$ cat config.mk
export PLATFORM = sky130hd
export DESIGN_NAME = ppt_top
export DESIGN_NICKNAME = d
export VERILOG_FILES = /design/src/core/ppt_pkg.sv /design/src/core/ppt_pwm_pin.sv /design/src/core/ppt_top.sv
export SDC_FILE = /design/constraint.sdc
export NUM_CORES = 2
export LEC_CHECK = 0
export BUFFER_PORTS_ARGS = -buffer_cell sky130_fd_sc_hd__buf_2
export CORE_MARGIN = 2
export CORE_UTILIZATION = 55
export CTS_CLUSTER_DIAMETER = 120
export CTS_CLUSTER_SIZE = 24
export DETAILED_ROUTE_END_ITERATION = 12
export PLACE_DENSITY = 0.72
export REMOVE_ABC_BUFFERS = 1
export SLEW_MARGIN = 10
export SYNTH_ARGS = -nofsm -noshare
export SYNTH_HDL_FRONTEND = slang
export SYNTH_SLANG_ARGS = --single-unit
export TNS_END_PERCENT = 50
$ cat constraint.sdc
create_clock -name clk -period 10.8 [get_ports clk]
set_input_delay 1.08 -clock clk [delete_from_list [all_inputs] [get_ports clk]]
set_output_delay 1.08 -clock clk [all_outputs]
set_load 0.02 [all_outputs]
$ cat src/core/ppt_pkg.sv
// shared constants and types for the programmable pin and trigger block
package ppt_pkg;
  // pin and trigger modes
  typedef enum logic [1:0] {PIN_LOW, PIN_HIGH, PIN_PWM} ppt_pin_mode_e;
  typedef enum logic [1:0] {STATE_CHANGE_TRIGGER_MODE_OFF, STATE_CHANGE_TRIGGER_MODE_STATE, STATE_CHANGE_TRIGGER_MODE_EVERY} ppt_state_change_trigger_mode_mode_e;

  // bus geometry
  localparam int ADDR_W = 6;
  localparam int DATA_W = 32;

  // register byte offsets
  localparam logic [5:0] OFF_PIN1_MODE = 6'h00;
  localparam logic [5:0] OFF_PIN1_COUNT = 6'h04;
  localparam logic [5:0] OFF_PIN1_DUTY = 6'h08;
  localparam logic [5:0] OFF_PIN1_PERIOD = 6'h0C;
  localparam logic [5:0] OFF_PIN2_MODE = 6'h10;
  localparam logic [5:0] OFF_STATE_CHANGE_TRIGGER_MODE_MODE = 6'h20;
  localparam logic [5:0] OFF_STATUS = 6'h24;

  // word index of the registers
  localparam logic [3:0] IDX_STATE_CHANGE_TRIGGER_MODE = 4'h8;
  localparam logic [3:0] IDX_STATUS = 4'h9;
  localparam logic [1:0] FLD_MODE = 2'h0;
  localparam logic [1:0] FLD_COUNT = 2'h1;
  localparam logic [1:0] FLD_DUTY = 2'h2;
  localparam logic [1:0] FLD_PERIOD = 2'h3;

  // field widths and limits
  localparam int COUNT_W = 14;
  localparam int CNTREG_W = 16;
  localparam int DUTY_W = 11;
  localparam int DUTY_SHIFT = 10;
  localparam int PERIOD_W = 12;
  localparam logic [31:0] COUNT_MAX = 32'h0000_270F;
  localparam logic [31:0] COUNT_ENDLESS32 = 32'hFFFF_FFFF;
  localparam logic [15:0] COUNT_ENDLESS = 16'hFFFF;
  localparam logic [31:0] DUTY_ONE = 32'h0000_0400;
  localparam logic [31:0] PERIOD_MAX = 32'h0000_0E10;
  localparam logic [31:0] MODE_LIMIT = 32'h0000_0003;

  // reset values
  localparam logic [15:0] RST_COUNT = 16'h0001;
  localparam logic [10:0] RST_DUTY = 11'h200;
  localparam logic [11:0] RST_PERIOD = 12'h3E8;

  // status bit positions
  localparam int ST_PIN1 = 0;
  localparam int ST_PIN2 = 1;
  localparam int ST_DONE1 = 2;
  localparam int ST_DONE2 = 3;
  localparam int ST_STATE_CHANGE_TRIGGER_MODE = 4;
  localparam int ST_SEQ = 5;

  // bus responses
  localparam logic [1:0] RESP_OKAY = 2'h0;
  localparam logic [1:0] RESP_SLVERR = 2'h2;

  // timing
  localparam int CLK_PERIOD_NS = 32'h0000_0005;
  localparam int MS_NS = 32'h000F_4240;
  localparam int CYC_PER_MS = MS_NS / CLK_PERIOD_NS;
  localparam int STATE_CHANGE_TRIGGER_MODE_PULSE_NS = 32'h0000_03E8;
  localparam int STATE_CHANGE_TRIGGER_MODE_CYC = (STATE_CHANGE_TRIGGER_MODE_PULSE_NS + CLK_PERIOD_NS - 1) / CLK_PERIOD_NS;
  localparam int STATE_CHANGE_TRIGGER_MODE_CNT_W = 8;
endpackage : ppt_pkg

$ cat src/core/ppt_pwm_pin.sv
// one programmable pin: constant level or counted pwm burst
`timescale 1ns/1ps
module ppt_pwm_pin #(
  parameter int CYC_PER_MS = ppt_pkg::CYC_PER_MS
) (
  input wire logic clk,
  input wire logic rst_b,
  input wire ppt_pkg::ppt_pin_mode_e mode,
  input wire logic [ppt_pkg::COUNT_W-1:0] count,
  input wire logic endless,
  input wire logic [ppt_pkg::DUTY_W-1:0] duty,
  input wire logic [ppt_pkg::PERIOD_W-1:0] period,
  input wire logic restart,
  output logic pin_r,
  output logic done
);
  typedef enum logic {RUN, DONE} ppt_burst_e;

  ppt_burst_e st_r, st_nxt;
  logic [31:0] cycCnt_r, cycCnt_nxt;
  logic [ppt_pkg::COUNT_W-1:0] pulseCnt_r, pulseCnt_nxt;
  logic pin_nxt;
  logic [63:0] periodFull;
  logic [63:0] highFull;
  logic [31:0] periodCyc;
  logic [31:0] highCyc;

  // period and high time in clock cycles
  assign periodFull = 64'(period) * 64'(CYC_PER_MS);
  assign highFull = (periodFull * 64'(duty)) >> ppt_pkg::DUTY_SHIFT;
  assign periodCyc = periodFull[31:0];
  assign highCyc = highFull[31:0];
  assign done = (st_r == DONE);

  // burst sequencing and pin level
  always_comb
  begin
    st_nxt = st_r;
    cycCnt_nxt = cycCnt_r;
    pulseCnt_nxt = pulseCnt_r;
    if (restart)
    begin
      st_nxt = RUN;
      cycCnt_nxt = 32'h0000_0000;
      pulseCnt_nxt = '0;
    end
    else if (mode == ppt_pkg::PIN_PWM && st_r == RUN)
    begin
      if (cycCnt_r >= periodCyc - 32'h0000_0001)
      begin
        cycCnt_nxt = 32'h0000_0000;
        if (!endless)
        begin
          pulseCnt_nxt = pulseCnt_r + 1'b1;
          if (pulseCnt_nxt >= count)
          begin
            st_nxt = DONE;
          end
        end
      end
      else
      begin
        cycCnt_nxt = cycCnt_r + 32'h0000_0001;
      end
    end
    unique case (mode)
      ppt_pkg::PIN_HIGH: pin_nxt = 1'b1;
      ppt_pkg::PIN_PWM: pin_nxt = (st_nxt == RUN) && (cycCnt_nxt < highCyc);
      default: pin_nxt = 1'b0;
    endcase
  end

  // state registers
  always_ff @(posedge clk or negedge rst_b)
  begin
    if (!rst_b)
    begin
      st_r <= RUN;
      cycCnt_r <= 32'h0000_0000;
      pulseCnt_r <= '0;
      pin_r <= 1'b0;
    end
    else
    begin
      st_r <= st_nxt;
      cycCnt_r <= cycCnt_nxt;
      pulseCnt_r <= pulseCnt_nxt;
      pin_r <= pin_nxt;
    end
  end
endmodule : ppt_pwm_pin

$ cat src/core/ppt_top.sv
// programmable pins and trigger output with an axi4-lite register slave
// Contract
// - each pin drives constant high, constant low or a pulse train according to its state.
// - in pwm state each pin's train uses that pin's own count, duty and period.
// - a finite burst produces exactly the programmed count of 1 to 9999 pulses, only in pwm state.
// - a count of minus one makes the pin pulse without end until reconfigured.
// - duty is a fraction from zero to one, one half giving half high time and one always high.
// - period is whole milliseconds from 1 to 3600 and is used only in pwm state.
// - the second pin has the same states and its own independent settings.
// - with the sequencer stopped and trigger mode off, no trigger is produced.
// - with the sequencer stopped and state-change mode, a trigger follows each output on/off change.
// - with the sequencer stopped and every-setting mode, a trigger follows each programmed output parameter.
// - with the sequencer running and state-change mode, triggers come only at enabled steps.
// - with the sequencer running and every-setting mode, a pulse follows every completed step.
// - with the sequencer running and trigger mode off, the trigger output stays inactive.
`timescale 1ns/1ps
module ppt_top #(
  parameter int CYC_PER_MS = ppt_pkg::CYC_PER_MS
) (
  input wire logic clk,
  input wire logic rst_b,
  input wire logic [ppt_pkg::ADDR_W-1:0] awaddr,
  input wire logic awvalid,
  output logic awready,
  input wire logic [ppt_pkg::DATA_W-1:0] wdata,
  input wire logic [3:0] wstrb,
  input wire logic wvalid,
  output logic wready,
  output logic [1:0] bresp,
  output logic bvalid,
  input wire logic bready,
  input wire logic [ppt_pkg::ADDR_W-1:0] araddr,
  input wire logic arvalid,
  output logic arready,
  output logic [ppt_pkg::DATA_W-1:0] rdata,
  output logic [1:0] rresp,
  output logic rvalid,
  input wire logic rready,
  input wire logic seqRunning,
  input wire logic seqStepDone,
  input wire logic seqStepTrigEn,
  input wire logic outputOn,
  input wire logic paramProgrammed,
  output logic pinOne,
  output logic pinTwo,
  output logic trigOut
);
  logic rstMeta_b_r;
  logic rstSync_b_r;

  // reset release through two flops
  always_ff @(posedge clk or negedge rst_b)
  begin
    if (!rst_b)
    begin
      rstMeta_b_r <= 1'b0;
      rstSync_b_r <= 1'b0;
    end
    else
    begin
      rstMeta_b_r <= 1'b1;
      rstSync_b_r <= rstMeta_b_r;
    end
  end

  // configuration and bus state
  ppt_pkg::ppt_pin_mode_e pinMode_r [2];
  ppt_pkg::ppt_pin_mode_e pinMode_nxt [2];
  logic [ppt_pkg::CNTREG_W-1:0] pinCount_r [2];
  logic [ppt_pkg::CNTREG_W-1:0] pinCount_nxt [2];
  logic [ppt_pkg::DUTY_W-1:0] pinDuty_r [2];
  logic [ppt_pkg::DUTY_W-1:0] pinDuty_nxt [2];
  logic [ppt_pkg::PERIOD_W-1:0] pinPeriod_r [2];
  logic [ppt_pkg::PERIOD_W-1:0] pinPeriod_nxt [2];
  logic [1:0] restart_r, restart_nxt;
  ppt_pkg::ppt_state_change_trigger_mode_mode_e trigMode_r, trigMode_nxt;
  logic awHeld_r, awHeld_nxt;
  logic wHeld_r, wHeld_nxt;
  logic [ppt_pkg::ADDR_W-1:0] awAddr_r, awAddr_nxt;
  logic [ppt_pkg::DATA_W-1:0] wData_r, wData_nxt;
  logic [3:0] wStrb_r, wStrb_nxt;
  logic awready_r, awready_nxt;
  logic wready_r, wready_nxt;
  logic bvalid_r, bvalid_nxt;
  logic [1:0] bresp_r, bresp_nxt;
  logic arready_r, arready_nxt;
  logic rvalid_r, rvalid_nxt;
  logic [1:0] rresp_r, rresp_nxt;
  logic [ppt_pkg::DATA_W-1:0] rdata_r, rdata_nxt;
  logic [1:0] pinLevel;
  logic [1:0] pinDone;
  logic trigOut_r;

  // register index of a byte address
  function automatic logic [3:0] regIdx(input logic [ppt_pkg::ADDR_W-1:0] a);
    regIdx = a[5:2];
  endfunction : regIdx

  // write decode with range checks, read mux and handshakes
  always_comb
  begin
    logic [3:0] wi;
    logic [3:0] ri;
    logic ok;
    wi = regIdx(awAddr_r);
    ri = regIdx(araddr);
    ok = 1'b0;
    pinMode_nxt = pinMode_r;
    pinCount_nxt = pinCount_r;
    pinDuty_nxt = pinDuty_r;
    pinPeriod_nxt = pinPeriod_r;
    trigMode_nxt = trigMode_r;
    restart_nxt = 2'b00;
    awHeld_nxt = awHeld_r;
    wHeld_nxt = wHeld_r;
    awAddr_nxt = awAddr_r;
    wData_nxt = wData_r;
    wStrb_nxt = wStrb_r;
    bvalid_nxt = bvalid_r;
    bresp_nxt = bresp_r;
    rvalid_nxt = rvalid_r;
    rresp_nxt = rresp_r;
    rdata_nxt = rdata_r;
    if (awvalid && awready_r)
    begin
      awHeld_nxt = 1'b1;
      awAddr_nxt = awaddr;
    end
    if (wvalid && wready_r)
    begin
      wHeld_nxt = 1'b1;
      wData_nxt = wdata;
      wStrb_nxt = wstrb;
    end
    if (bvalid_r && bready)
    begin
      bvalid_nxt = 1'b0;
    end
    if (awHeld_r && wHeld_r && !bvalid_r)
    begin
      awHeld_nxt = 1'b0;
      wHeld_nxt = 1'b0;
      bvalid_nxt = 1'b1;
      if (wStrb_r == 4'hF && wi < ppt_pkg::IDX_STATE_CHANGE_TRIGGER_MODE)
      begin
        unique case (wi[1:0])
          ppt_pkg::FLD_MODE:
            ok = wData_r < ppt_pkg::MODE_LIMIT;
          ppt_pkg::FLD_COUNT:
            ok = wData_r == ppt_pkg::COUNT_ENDLESS32 ||
              (wData_r != 32'h0000_0000 && wData_r <= ppt_pkg::COUNT_MAX);
          ppt_pkg::FLD_DUTY:
            ok = wData_r <= ppt_pkg::DUTY_ONE;
          ppt_pkg::FLD_PERIOD:
            ok = wData_r != 32'h0000_0000 && wData_r <= ppt_pkg::PERIOD_MAX;
        endcase
        if (ok)
        begin
          // settings of one pin restart only that pin
          restart_nxt[wi[2]] = 1'b1;
          unique case (wi[1:0])
            ppt_pkg::FLD_MODE: pinMode_nxt[wi[2]] = ppt_pkg::ppt_pin_mode_e'(wData_r[1:0]);
            ppt_pkg::FLD_COUNT: pinCount_nxt[wi[2]] = wData_r[ppt_pkg::CNTREG_W-1:0];
            ppt_pkg::FLD_DUTY: pinDuty_nxt[wi[2]] = wData_r[ppt_pkg::DUTY_W-1:0];
            ppt_pkg::FLD_PERIOD: pinPeriod_nxt[wi[2]] = wData_r[ppt_pkg::PERIOD_W-1:0];
          endcase
        end
      end
      else if (wStrb_r == 4'hF && wi == ppt_pkg::IDX_STATE_CHANGE_TRIGGER_MODE && wData_r < ppt_pkg::MODE_LIMIT)
      begin
        ok = 1'b1;
        trigMode_nxt = ppt_pkg::ppt_state_change_trigger_mode_mode_e'(wData_r[1:0]);
      end
      bresp_nxt = ok ? ppt_pkg::RESP_OKAY : ppt_pkg::RESP_SLVERR;
    end
    awready_nxt = !awHeld_nxt;
    wready_nxt = !wHeld_nxt;
    if (rvalid_r && rready)
    begin
      rvalid_nxt = 1'b0;
    end
    if (arvalid && arready_r)
    begin
      rvalid_nxt = 1'b1;
      rresp_nxt = ppt_pkg::RESP_OKAY;
      rdata_nxt = 32'h0000_0000;
      if (ri < ppt_pkg::IDX_STATE_CHANGE_TRIGGER_MODE)
      begin
        unique case (ri[1:0])
          ppt_pkg::FLD_MODE: rdata_nxt = 32'(pinMode_r[ri[2]]);
          ppt_pkg::FLD_COUNT: rdata_nxt = 32'(signed'(pinCount_r[ri[2]]));
          ppt_pkg::FLD_DUTY: rdata_nxt = 32'(pinDuty_r[ri[2]]);
          ppt_pkg::FLD_PERIOD: rdata_nxt = 32'(pinPeriod_r[ri[2]]);
        endcase
      end
      else if (ri == ppt_pkg::IDX_STATE_CHANGE_TRIGGER_MODE)
      begin
        rdata_nxt = 32'(trigMode_r);
      end
      else if (ri == ppt_pkg::IDX_STATUS)
      begin
        rdata_nxt[ppt_pkg::ST_PIN1] = pinLevel[0];
        rdata_nxt[ppt_pkg::ST_PIN2] = pinLevel[1];
        rdata_nxt[ppt_pkg::ST_DONE1] = pinDone[0];
        rdata_nxt[ppt_pkg::ST_DONE2] = pinDone[1];
        rdata_nxt[ppt_pkg::ST_STATE_CHANGE_TRIGGER_MODE] = trigOut_r;
        rdata_nxt[ppt_pkg::ST_SEQ] = seqRunning;
      end
      else
      begin
        rresp_nxt = ppt_pkg::RESP_SLVERR;
      end
    end
    arready_nxt = !rvalid_nxt;
  end

  // configuration and bus registers
  always_ff @(posedge clk or negedge rstSync_b_r)
  begin
    if (!rstSync_b_r)
    begin
      for (int i = 0; i < 2; i++)
      begin
        pinMode_r[i] <= ppt_pkg::PIN_LOW;
        pinCount_r[i] <= ppt_pkg::RST_COUNT;
        pinDuty_r[i] <= ppt_pkg::RST_DUTY;
        pinPeriod_r[i] <= ppt_pkg::RST_PERIOD;
      end
      trigMode_r <= ppt_pkg::STATE_CHANGE_TRIGGER_MODE_OFF;
      restart_r <= 2'b00;
      awHeld_r <= 1'b0;
      wHeld_r <= 1'b0;
      awAddr_r <= '0;
      wData_r <= 32'h0000_0000;
      wStrb_r <= 4'h0;
      awready_r <= 1'b0;
      wready_r <= 1'b0;
      bvalid_r <= 1'b0;
      bresp_r <= ppt_pkg::RESP_OKAY;
      arready_r <= 1'b0;
      rvalid_r <= 1'b0;
      rresp_r <= ppt_pkg::RESP_OKAY;
      rdata_r <= 32'h0000_0000;
    end
    else
    begin
      pinMode_r <= pinMode_nxt;
      pinCount_r <= pinCount_nxt;
      pinDuty_r <= pinDuty_nxt;
      pinPeriod_r <= pinPeriod_nxt;
      trigMode_r <= trigMode_nxt;
      restart_r <= restart_nxt;
      awHeld_r <= awHeld_nxt;
      wHeld_r <= wHeld_nxt;
      awAddr_r <= awAddr_nxt;
      wData_r <= wData_nxt;
      wStrb_r <= wStrb_nxt;
      awready_r <= awready_nxt;
      wready_r <= wready_nxt;
      bvalid_r <= bvalid_nxt;
      bresp_r <= bresp_nxt;
      arready_r <= arready_nxt;
      rvalid_r <= rvalid_nxt;
      rresp_r <= rresp_nxt;
      rdata_r <= rdata_nxt;
    end
  end

  assign awready = awready_r;
  assign wready = wready_r;
  assign bvalid = bvalid_r;
  assign bresp = bresp_r;
  assign arready = arready_r;
  assign rvalid = rvalid_r;
  assign rresp = rresp_r;
  assign rdata = rdata_r;

  // two independent pin generators
  generate
    for (genvar g = 0; g < 2; g++)
    begin : genPin
      ppt_pwm_pin #(
        .CYC_PER_MS(CYC_PER_MS)
      ) uPin (
        .clk(clk),
        .rst_b(rstSync_b_r),
        .mode(pinMode_r[g]),
        .count(pinCount_r[g][ppt_pkg::COUNT_W-1:0]),
        .endless(pinCount_r[g] == ppt_pkg::COUNT_ENDLESS),
        .duty(pinDuty_r[g]),
        .period(pinPeriod_r[g]),
        .restart(restart_r[g]),
        .pin_r(pinLevel[g]),
        .done(pinDone[g])
      );
    end
  endgenerate

  assign pinOne = pinLevel[0];
  assign pinTwo = pinLevel[1];

  // trigger event selection
  function automatic logic trigFire(input ppt_pkg::ppt_state_change_trigger_mode_mode_e m, input logic run, input logic chg,
    input logic prog, input logic step, input logic stepEn);
    unique case (m)
      ppt_pkg::STATE_CHANGE_TRIGGER_MODE_STATE: trigFire = run ? (step && stepEn) : chg;
      ppt_pkg::STATE_CHANGE_TRIGGER_MODE_EVERY: trigFire = run ? step : prog;
      default: trigFire = 1'b0;
    endcase
  endfunction : trigFire

  logic onPrev_r, onPrev_nxt;
  logic [ppt_pkg::STATE_CHANGE_TRIGGER_MODE_CNT_W-1:0] trigCnt_r, trigCnt_nxt;
  logic trigOut_nxt;
  logic fire;

  // trigger pulse stretcher, retriggered by each event
  always_comb
  begin
    onPrev_nxt = outputOn;
    fire = trigFire(trigMode_r, seqRunning, outputOn != onPrev_r, paramProgrammed, seqStepDone, seqStepTrigEn);
    trigCnt_nxt = trigCnt_r;
    if (fire)
    begin
      trigCnt_nxt = ppt_pkg::STATE_CHANGE_TRIGGER_MODE_CNT_W'(ppt_pkg::STATE_CHANGE_TRIGGER_MODE_CYC);
    end
    else if (trigCnt_r != '0)
    begin
      trigCnt_nxt = trigCnt_r - 1'b1;
    end
    trigOut_nxt = trigCnt_nxt != '0;
  end

  // trigger registers
  always_ff @(posedge clk or negedge rstSync_b_r)
  begin
    if (!rstSync_b_r)
    begin
      onPrev_r <= 1'b0;
      trigCnt_r <= '0;
      trigOut_r <= 1'b0;
    end
    else
    begin
      onPrev_r <= onPrev_nxt;
      trigCnt_r <= trigCnt_nxt;
      trigOut_r <= trigOut_nxt;
    end
  end

  assign trigOut = trigOut_r;
endmodule : ppt_top

-- Yosys cells after proc, flatten, opt, wreduce, memory -nomap -nowiden
Index checks and enable logic that the tools add are counted.
- add/subtract/negate cells: 7
- multipliers: 4
- magnitude comparators: 17
- equal/unequal tests: 22
- muxes and demuxes: 82
- bitwise logic cells: 7
- reductions and logical operators: 41
- operator list (kind ; count):
    2-to-1 mux 32 bit ; 7
    case mux 32 bit (4 select lines) ; 1
    2-to-1 mux 14 bit ; 8
    multiplier 24 x 11 -> 35 bit ; 2
    adder 32 x 1 -> 32 bit (second input constant) ; 2
    >= comparator 32 bit ; 2
    < comparator 32 bit ; 2
    2-to-1 mux 16 bit ; 4
    subtractor 30 x 1 -> 31 bit (second input constant) ; 2
    multiplier 12 x 12 -> 24 bit (second input constant) ; 2
    2-to-1 mux 12 bit ; 4
    2-to-1 mux 11 bit ; 4
    bitwise mux 32 bit ; 1
    equality test 16 bit (second input constant) ; 2
    equality test 32 bit (second input constant) ; 1
    less-or-equal comparator 32 x 11 -> 1 bit (second input constant) ; 1
    less-or-equal comparator 32 x 12 -> 1 bit (second input constant) ; 1
    less-or-equal comparator 32 x 14 -> 1 bit (second input constant) ; 1
    < comparator 32 x 2 -> 1 bit (second input constant) ; 1
    nonzero test 32 bit ; 1
    adder 14 x 1 -> 14 bit (second input constant) ; 2
    >= comparator 14 bit ; 2
    2-to-1 mux 1 bit ; 26
    bitwise mux 24 bit ; 1
    33 further kinds ; 100
- flip-flop bits (word level): 279
- bits of input ports: 60
- output and inout port bits: 44
- logic and storage cells: 216

-- Depth between registers and ports, before layout
- depth in word-level cells: 10
- depth in mapped cells: 45
- depth with buffers taken out: 44

-- Cells and area by module
Synthesis repeated with hierarchy kept, for this count alone.
- cell total of the unflattened synthesis: 4130
- area, all modules: 38405.6 sq um
- by module, submodules not included (module ; instances ; cells an instance ; area each (sq um) ; sequential area each (sq um)):
    ppt_pwm_pin (genPin[1].uPin) ; 1 ; 1777 ; 15444.8 ; 1201.2
    ppt_pwm_pin (genPin[0].uPin) ; 1 ; 1765 ; 15351.0 ; 1201.2
    ppt_top ; 1 ; 588 ; 7609.8 ; 4098.9

-- Least setup slack after synthesis
No wires, ideal clock.
- kind: reg-to-reg
- from: register pinPeriod_r[15] (netlist name)
- to: register genPin[0].uPin.pin_r
- arrival: 10.952 ns
- slack: -0.274 ns
- stages on the path, launching flop included: 42
- period minus slack after synthesis: 11.074 ns
- cell sequence: dfstp_2 -> ha_1 -> xor2_1 -> xnor2_1 -> ha_1 -> fa_1 -> inv_1 -> fa_1 -> inv_1 -> ha_1 -> clkbuf_1 -> a21oi_1 -> o21ai_0 -> a2111oi_0 -> a21oi_1 -> o311ai_0 -> clkbuf_1 -> nand2_1 -> [... 6 more ...] -> fa_1 -> inv_1 -> ha_1 -> and3_1 -> nand3_1 -> or4_1 -> nor3_1 -> o41ai_1 -> a21oi_1 -> a21o_1 -> a21oi_1 -> xor2_1 -> ha_1 -> and3_1 -> nand3_1 -> or3_1 -> or3_1 -> o2111a_1
- word-level cells in the longest chain between the ends: 9
- elaborated cells between the ends (all ways): 14
- those cells by class: 1 x add/sub; 2 x mul; 2 x order compare; 7 x mux; 1 x bitwise; 1 x reduce/logical
- RTL lines (element ; RTL line ; text):
    start, declared ; ppt_top.sv:73 ; logic [ppt_pkg::PERIOD_W-1:0] pinPeriod_r [2];
    start signal, assigned by index ; ppt_top.sv:227 ; pinPeriod_r[i] <= ppt_pkg::RST_PERIOD;
    start signal, assigned ; ppt_top.sv:250 ; pinPeriod_r <= pinPeriod_nxt;
    multiplier 12 x 12 -> 24 bit (*) ; ppt_pwm_pin.sv:29 ; assign periodFull = 64'(period) * 64'(CYC_PER_MS);
    subtractor 30 x 1 -> 31 bit ; ppt_pwm_pin.sv:49 ; if (cycCnt_r >= periodCyc - 32'h0000_0001)
    >= comparator 32 bit ; ppt_pwm_pin.sv:49 ;
    2-to-1 mux 32 bit / 2-to-1 mux 1 bit (equally long branches) ; ppt_pwm_pin.sv:49 ;
    2-to-1 mux 32 bit / 2-to-1 mux 1 bit (equally long branches) ; ppt_pwm_pin.sv:47 ; else if (mode == ppt_pkg::PIN_PWM && st_r == RUN)
    2-to-1 mux 32 bit / 2-to-1 mux 1 bit (equally long branches) ; ppt_pwm_pin.sv:41 ; if (restart)
    < comparator 32 bit / NOT 1 bit (equally long branches) ; ppt_pwm_pin.sv:68 ; ppt_pkg::PIN_PWM: pin_nxt = (st_nxt == RUN) && (cycCnt_nxt < highCyc);
    logical AND 1 bit (*) ; ppt_pwm_pin.sv:68 ;
    case mux 1 bit (2 select lines) (*) ; ppt_pwm_pin.sv:66 ; unique case (mode)
    via genPin[0].uPin.pin_nxt ; ppt_pwm_pin.sv:22 ; logic pin_nxt;
    end signal, assigned ; ppt_pwm_pin.sv:88 ; pin_r <= pin_nxt;
    end, declared ; ppt_pwm_pin.sv:14 ; output logic pin_r,
Mark *: on every way through the listed nets, which the timed path passes. The rest lies on a longest branch.
A chain may end at the register's enable or synchronous reset.

-- Worst setup path after layout
Ends and elaborated chain as after synthesis.

==> summary.txt <==
TritonCTS clock tree = done
Clock Tree Buf Depth = 3
global-route wire length before repair = 160.4 mm
Top FF cell, synth = dfrtp_1
Final Hold Viols = 0
Tmin final = 10,570 ps
gr ovfl total = 0
Area Overhead vs Synth = 12.74%
initial antenna violation count = 1
Root Buffer = clkbuf_16
via count = 30,170
critical path class = register to register
Die H = 266.0 µm
# DRC = 0
EDFF count, synth = 0
Overall Power = 3.554 mW
placed insts = 5,138
share of layout cells above drive strength 1 = 17.01%
area leader, netlist = fa_1
die width = 266.0 µm
IO buf count = 97
Worst VDD drop = 0.1966 mV
CTS H-tree lvls = 1
post-DP HPWL = 77.28 mm
die area = 70,780 µm²
skew final = 21.95 ps
Critical Path Sink Type = register
worst-path fanout max = 4
Worst EP required = 11,230 ps
vias in the first global route = 30,440
Synth cell types = 88
Skew-Pair Late Insertion Delay = 540 ps
largest net degree at the start of global routing = 76
Avg Cell Area, Syn = 9.232 µm²
Hold/Removal Path Class = input pin to async pin
Post-Route WL = 99.24 mm
Pleak = 22.06 nW
post-synth top area share = 23.43%
hold buffer count at cts = 0
Starting Density = 55.26%
Worst path slowest cell = dfstp_2
maxcap violations = 0
Routability Congestion = 0.9220
Power Density = 83.48 nW/µm²
CTS Sinks = 259
setup ws final = 225.3 ps
clock slew at reported path FFs = 110 ps
sequential element share of the synthesized area = 17.21%
main area contributors after synthesis = fa_1 (23%), dfrtp_1 (16%), ha_1 (16%), inv_1 (5.7%), nand2_1 (4.0%)
FF+latch count, synth = 259
FP Rows = 96
Worst path most repeated cell = fa_1
# diodes = 0
First-pass DRT Iterations = 7
Post-DRT Antenna Nets = 0
Slew @ Worst Pin = 1136 ps
Max Clk Rate = 0.09457 GHz
fin nets = 5,285
DR vias/cell = 5.798
status = completed
mapped cell area = 37,770 µm²
worst relative slew slack = 23.86%
Ys Warns = 0
Core Area = 68,350 µm²
initial drt markers = 2,204
reg2reg start = pinPeriod_r[15]
Slew Limit Fails = 0
post-route setup TNS = 0 ps
CTS Buf Count = 17
Finished Layout Cells = 5,203
all-layer global routing usage = 28.14%
Commonest cells post-synth = inv_1 (575), ha_1 (471), fa_1 (442), nand2_1 (406), dfrtp_1 (243)
I/O pins = 104
most frequent cell after synthesis = inv_1
fill cell count = 5,578
Final Cycle Share = 97.91%
routed length per instance = 19.07 µm
CP arrival = 11,010 ps
Critical Path Source Type = register
final setup fails = 0
pre-CTS setup slack = -638.2 ps
slowest stage delay, CP = 620 ps
Post-synth ARST share = 100.0%
CP Launch Point = pinPeriod_r[15]
Mapped Cells = 4,091
power breakdown:
group          internal, mW  switching [mW]
logic                 0.676           0.840
registers              1.08           0.244
clock network         0.318           0.399
total                  2.07            1.48
per-layer routing:
metal / part of all wire (%) / GRT usage, % / up-vias
met5: 0.011 / 0 / -
met4: 2.1 / 6.241 / 2
met3: 7.6 / 4.677 / 145
met2: 45 / 44.31 / 1015
met1: 45 / 40.85 / 15130
li1: - / - / 13880
worst paths after layout:
| check | end | slack (ps) | depth (start not counted) |
|---|---|---|---|
| max | genPin[0].uPin.pin_r | 230 | 41 |
| min | rstSync_b_r | 320 | 1 |
| max reg2reg | genPin[0].uPin.pin_r | 230 | 41 |
| min reg2reg | rstSync_b_r | 370 | 0 |
| max in group asynchronous | genPin[1].uPin.cycCnt_r[24] | 8060 | 2 |
| min in group clk | rstSync_b_r | 370 | 0 |
sequential cells by signal (all words and copies together) (netlist names), 8 cells and up:
signal and count:
pinPeriod_r 24, wData_r 32, rdata 16, genPin.uPin.cycCnt_r 64, pinDuty_r 22, genPin.uPin.pulseCnt_r 28
pinCount_r 32, trigCnt_r 8
final cells by class:
cell class | instances | area (µm²) | share of cell area, %
Clock buffer | 22 | 454.2 | 1.067
Tap cell | 882 | 1104 | 2.592
Multi-Input combinational cell | 3075 | 29530 | 69.37
Inverter | 575 | 2158 | 5.069
Sequential cell | 259 | 6510 | 15.29
Clock inverter | 6 | 93.84 | 0.2204
Timing Repair Buffer | 384 | 2723 | 6.395
timing repair:
item / CTS / global route
gates cloned: 0 / 0
setup buffers: 3 / 36
endpoints found under the setup margin: 2 / 2
pin swaps: 30 / 123
gates resized for setup: 57 / 175
kinds of logic (layout without fill, tap and decap cells):
kind of cell,Yosys count,count (layout),share of synthesized area (%)
AOI/OAI and AO/OA,524,524,9.177
xor gates and xnor gates,253,253,5.867
adders and majority gates,913,913,39.03
buffers and inverters,758,987,7.779
DFF,259,259,17.21
muxes,143,143,4.320
other,2,3,0.01989
and+or+nand+nor,1239,1239,16.59
stage by stage:
stage,hold WS [ps],util (%),area [µm²]
final,321.1,62.30,42580
after global routing,307.0,62.30,42580
after CTS,306.7,60.61,41420
after detailed placement,345.8,59.26,40500
after global placement,341.9,59.26,40500
after floorplan,331.2,-,36990
worst max-delay path, delay by kind of cell (launching register included):
kind | cells | cell delay [ps]
xor+xnor | 4 | 740
buf+inv | 7 | 540
flops | 1 | 620
simple gates | 11 | 2360
fa+ha+maj | 12 | 4810
compound gates | 7 | 1360
layout by cell type, fill, tap and decap left out, types with 82 or more instances in the layout:
| cell type | count |
|---|---|
| dfrtp_1 | 238 |
| mux2_2 | 106 |
| a21oi_1 | 112 |
| nor2_1 | 198 |
| xor2_1 | 96 |
| inv_1 | 568 |
| xnor2_1 | 131 |
| fa_1 | 439 |
| and2_1 | 235 |
| ha_1 | 437 |
| o21ai_0 | 93 |
| a21o_1 | 82 |
| buf_4 | 273 |
| nand2_1 | 400 |
| buf_2 | 97 |
No activity file was read; power rests on OpenSTA's default activity.
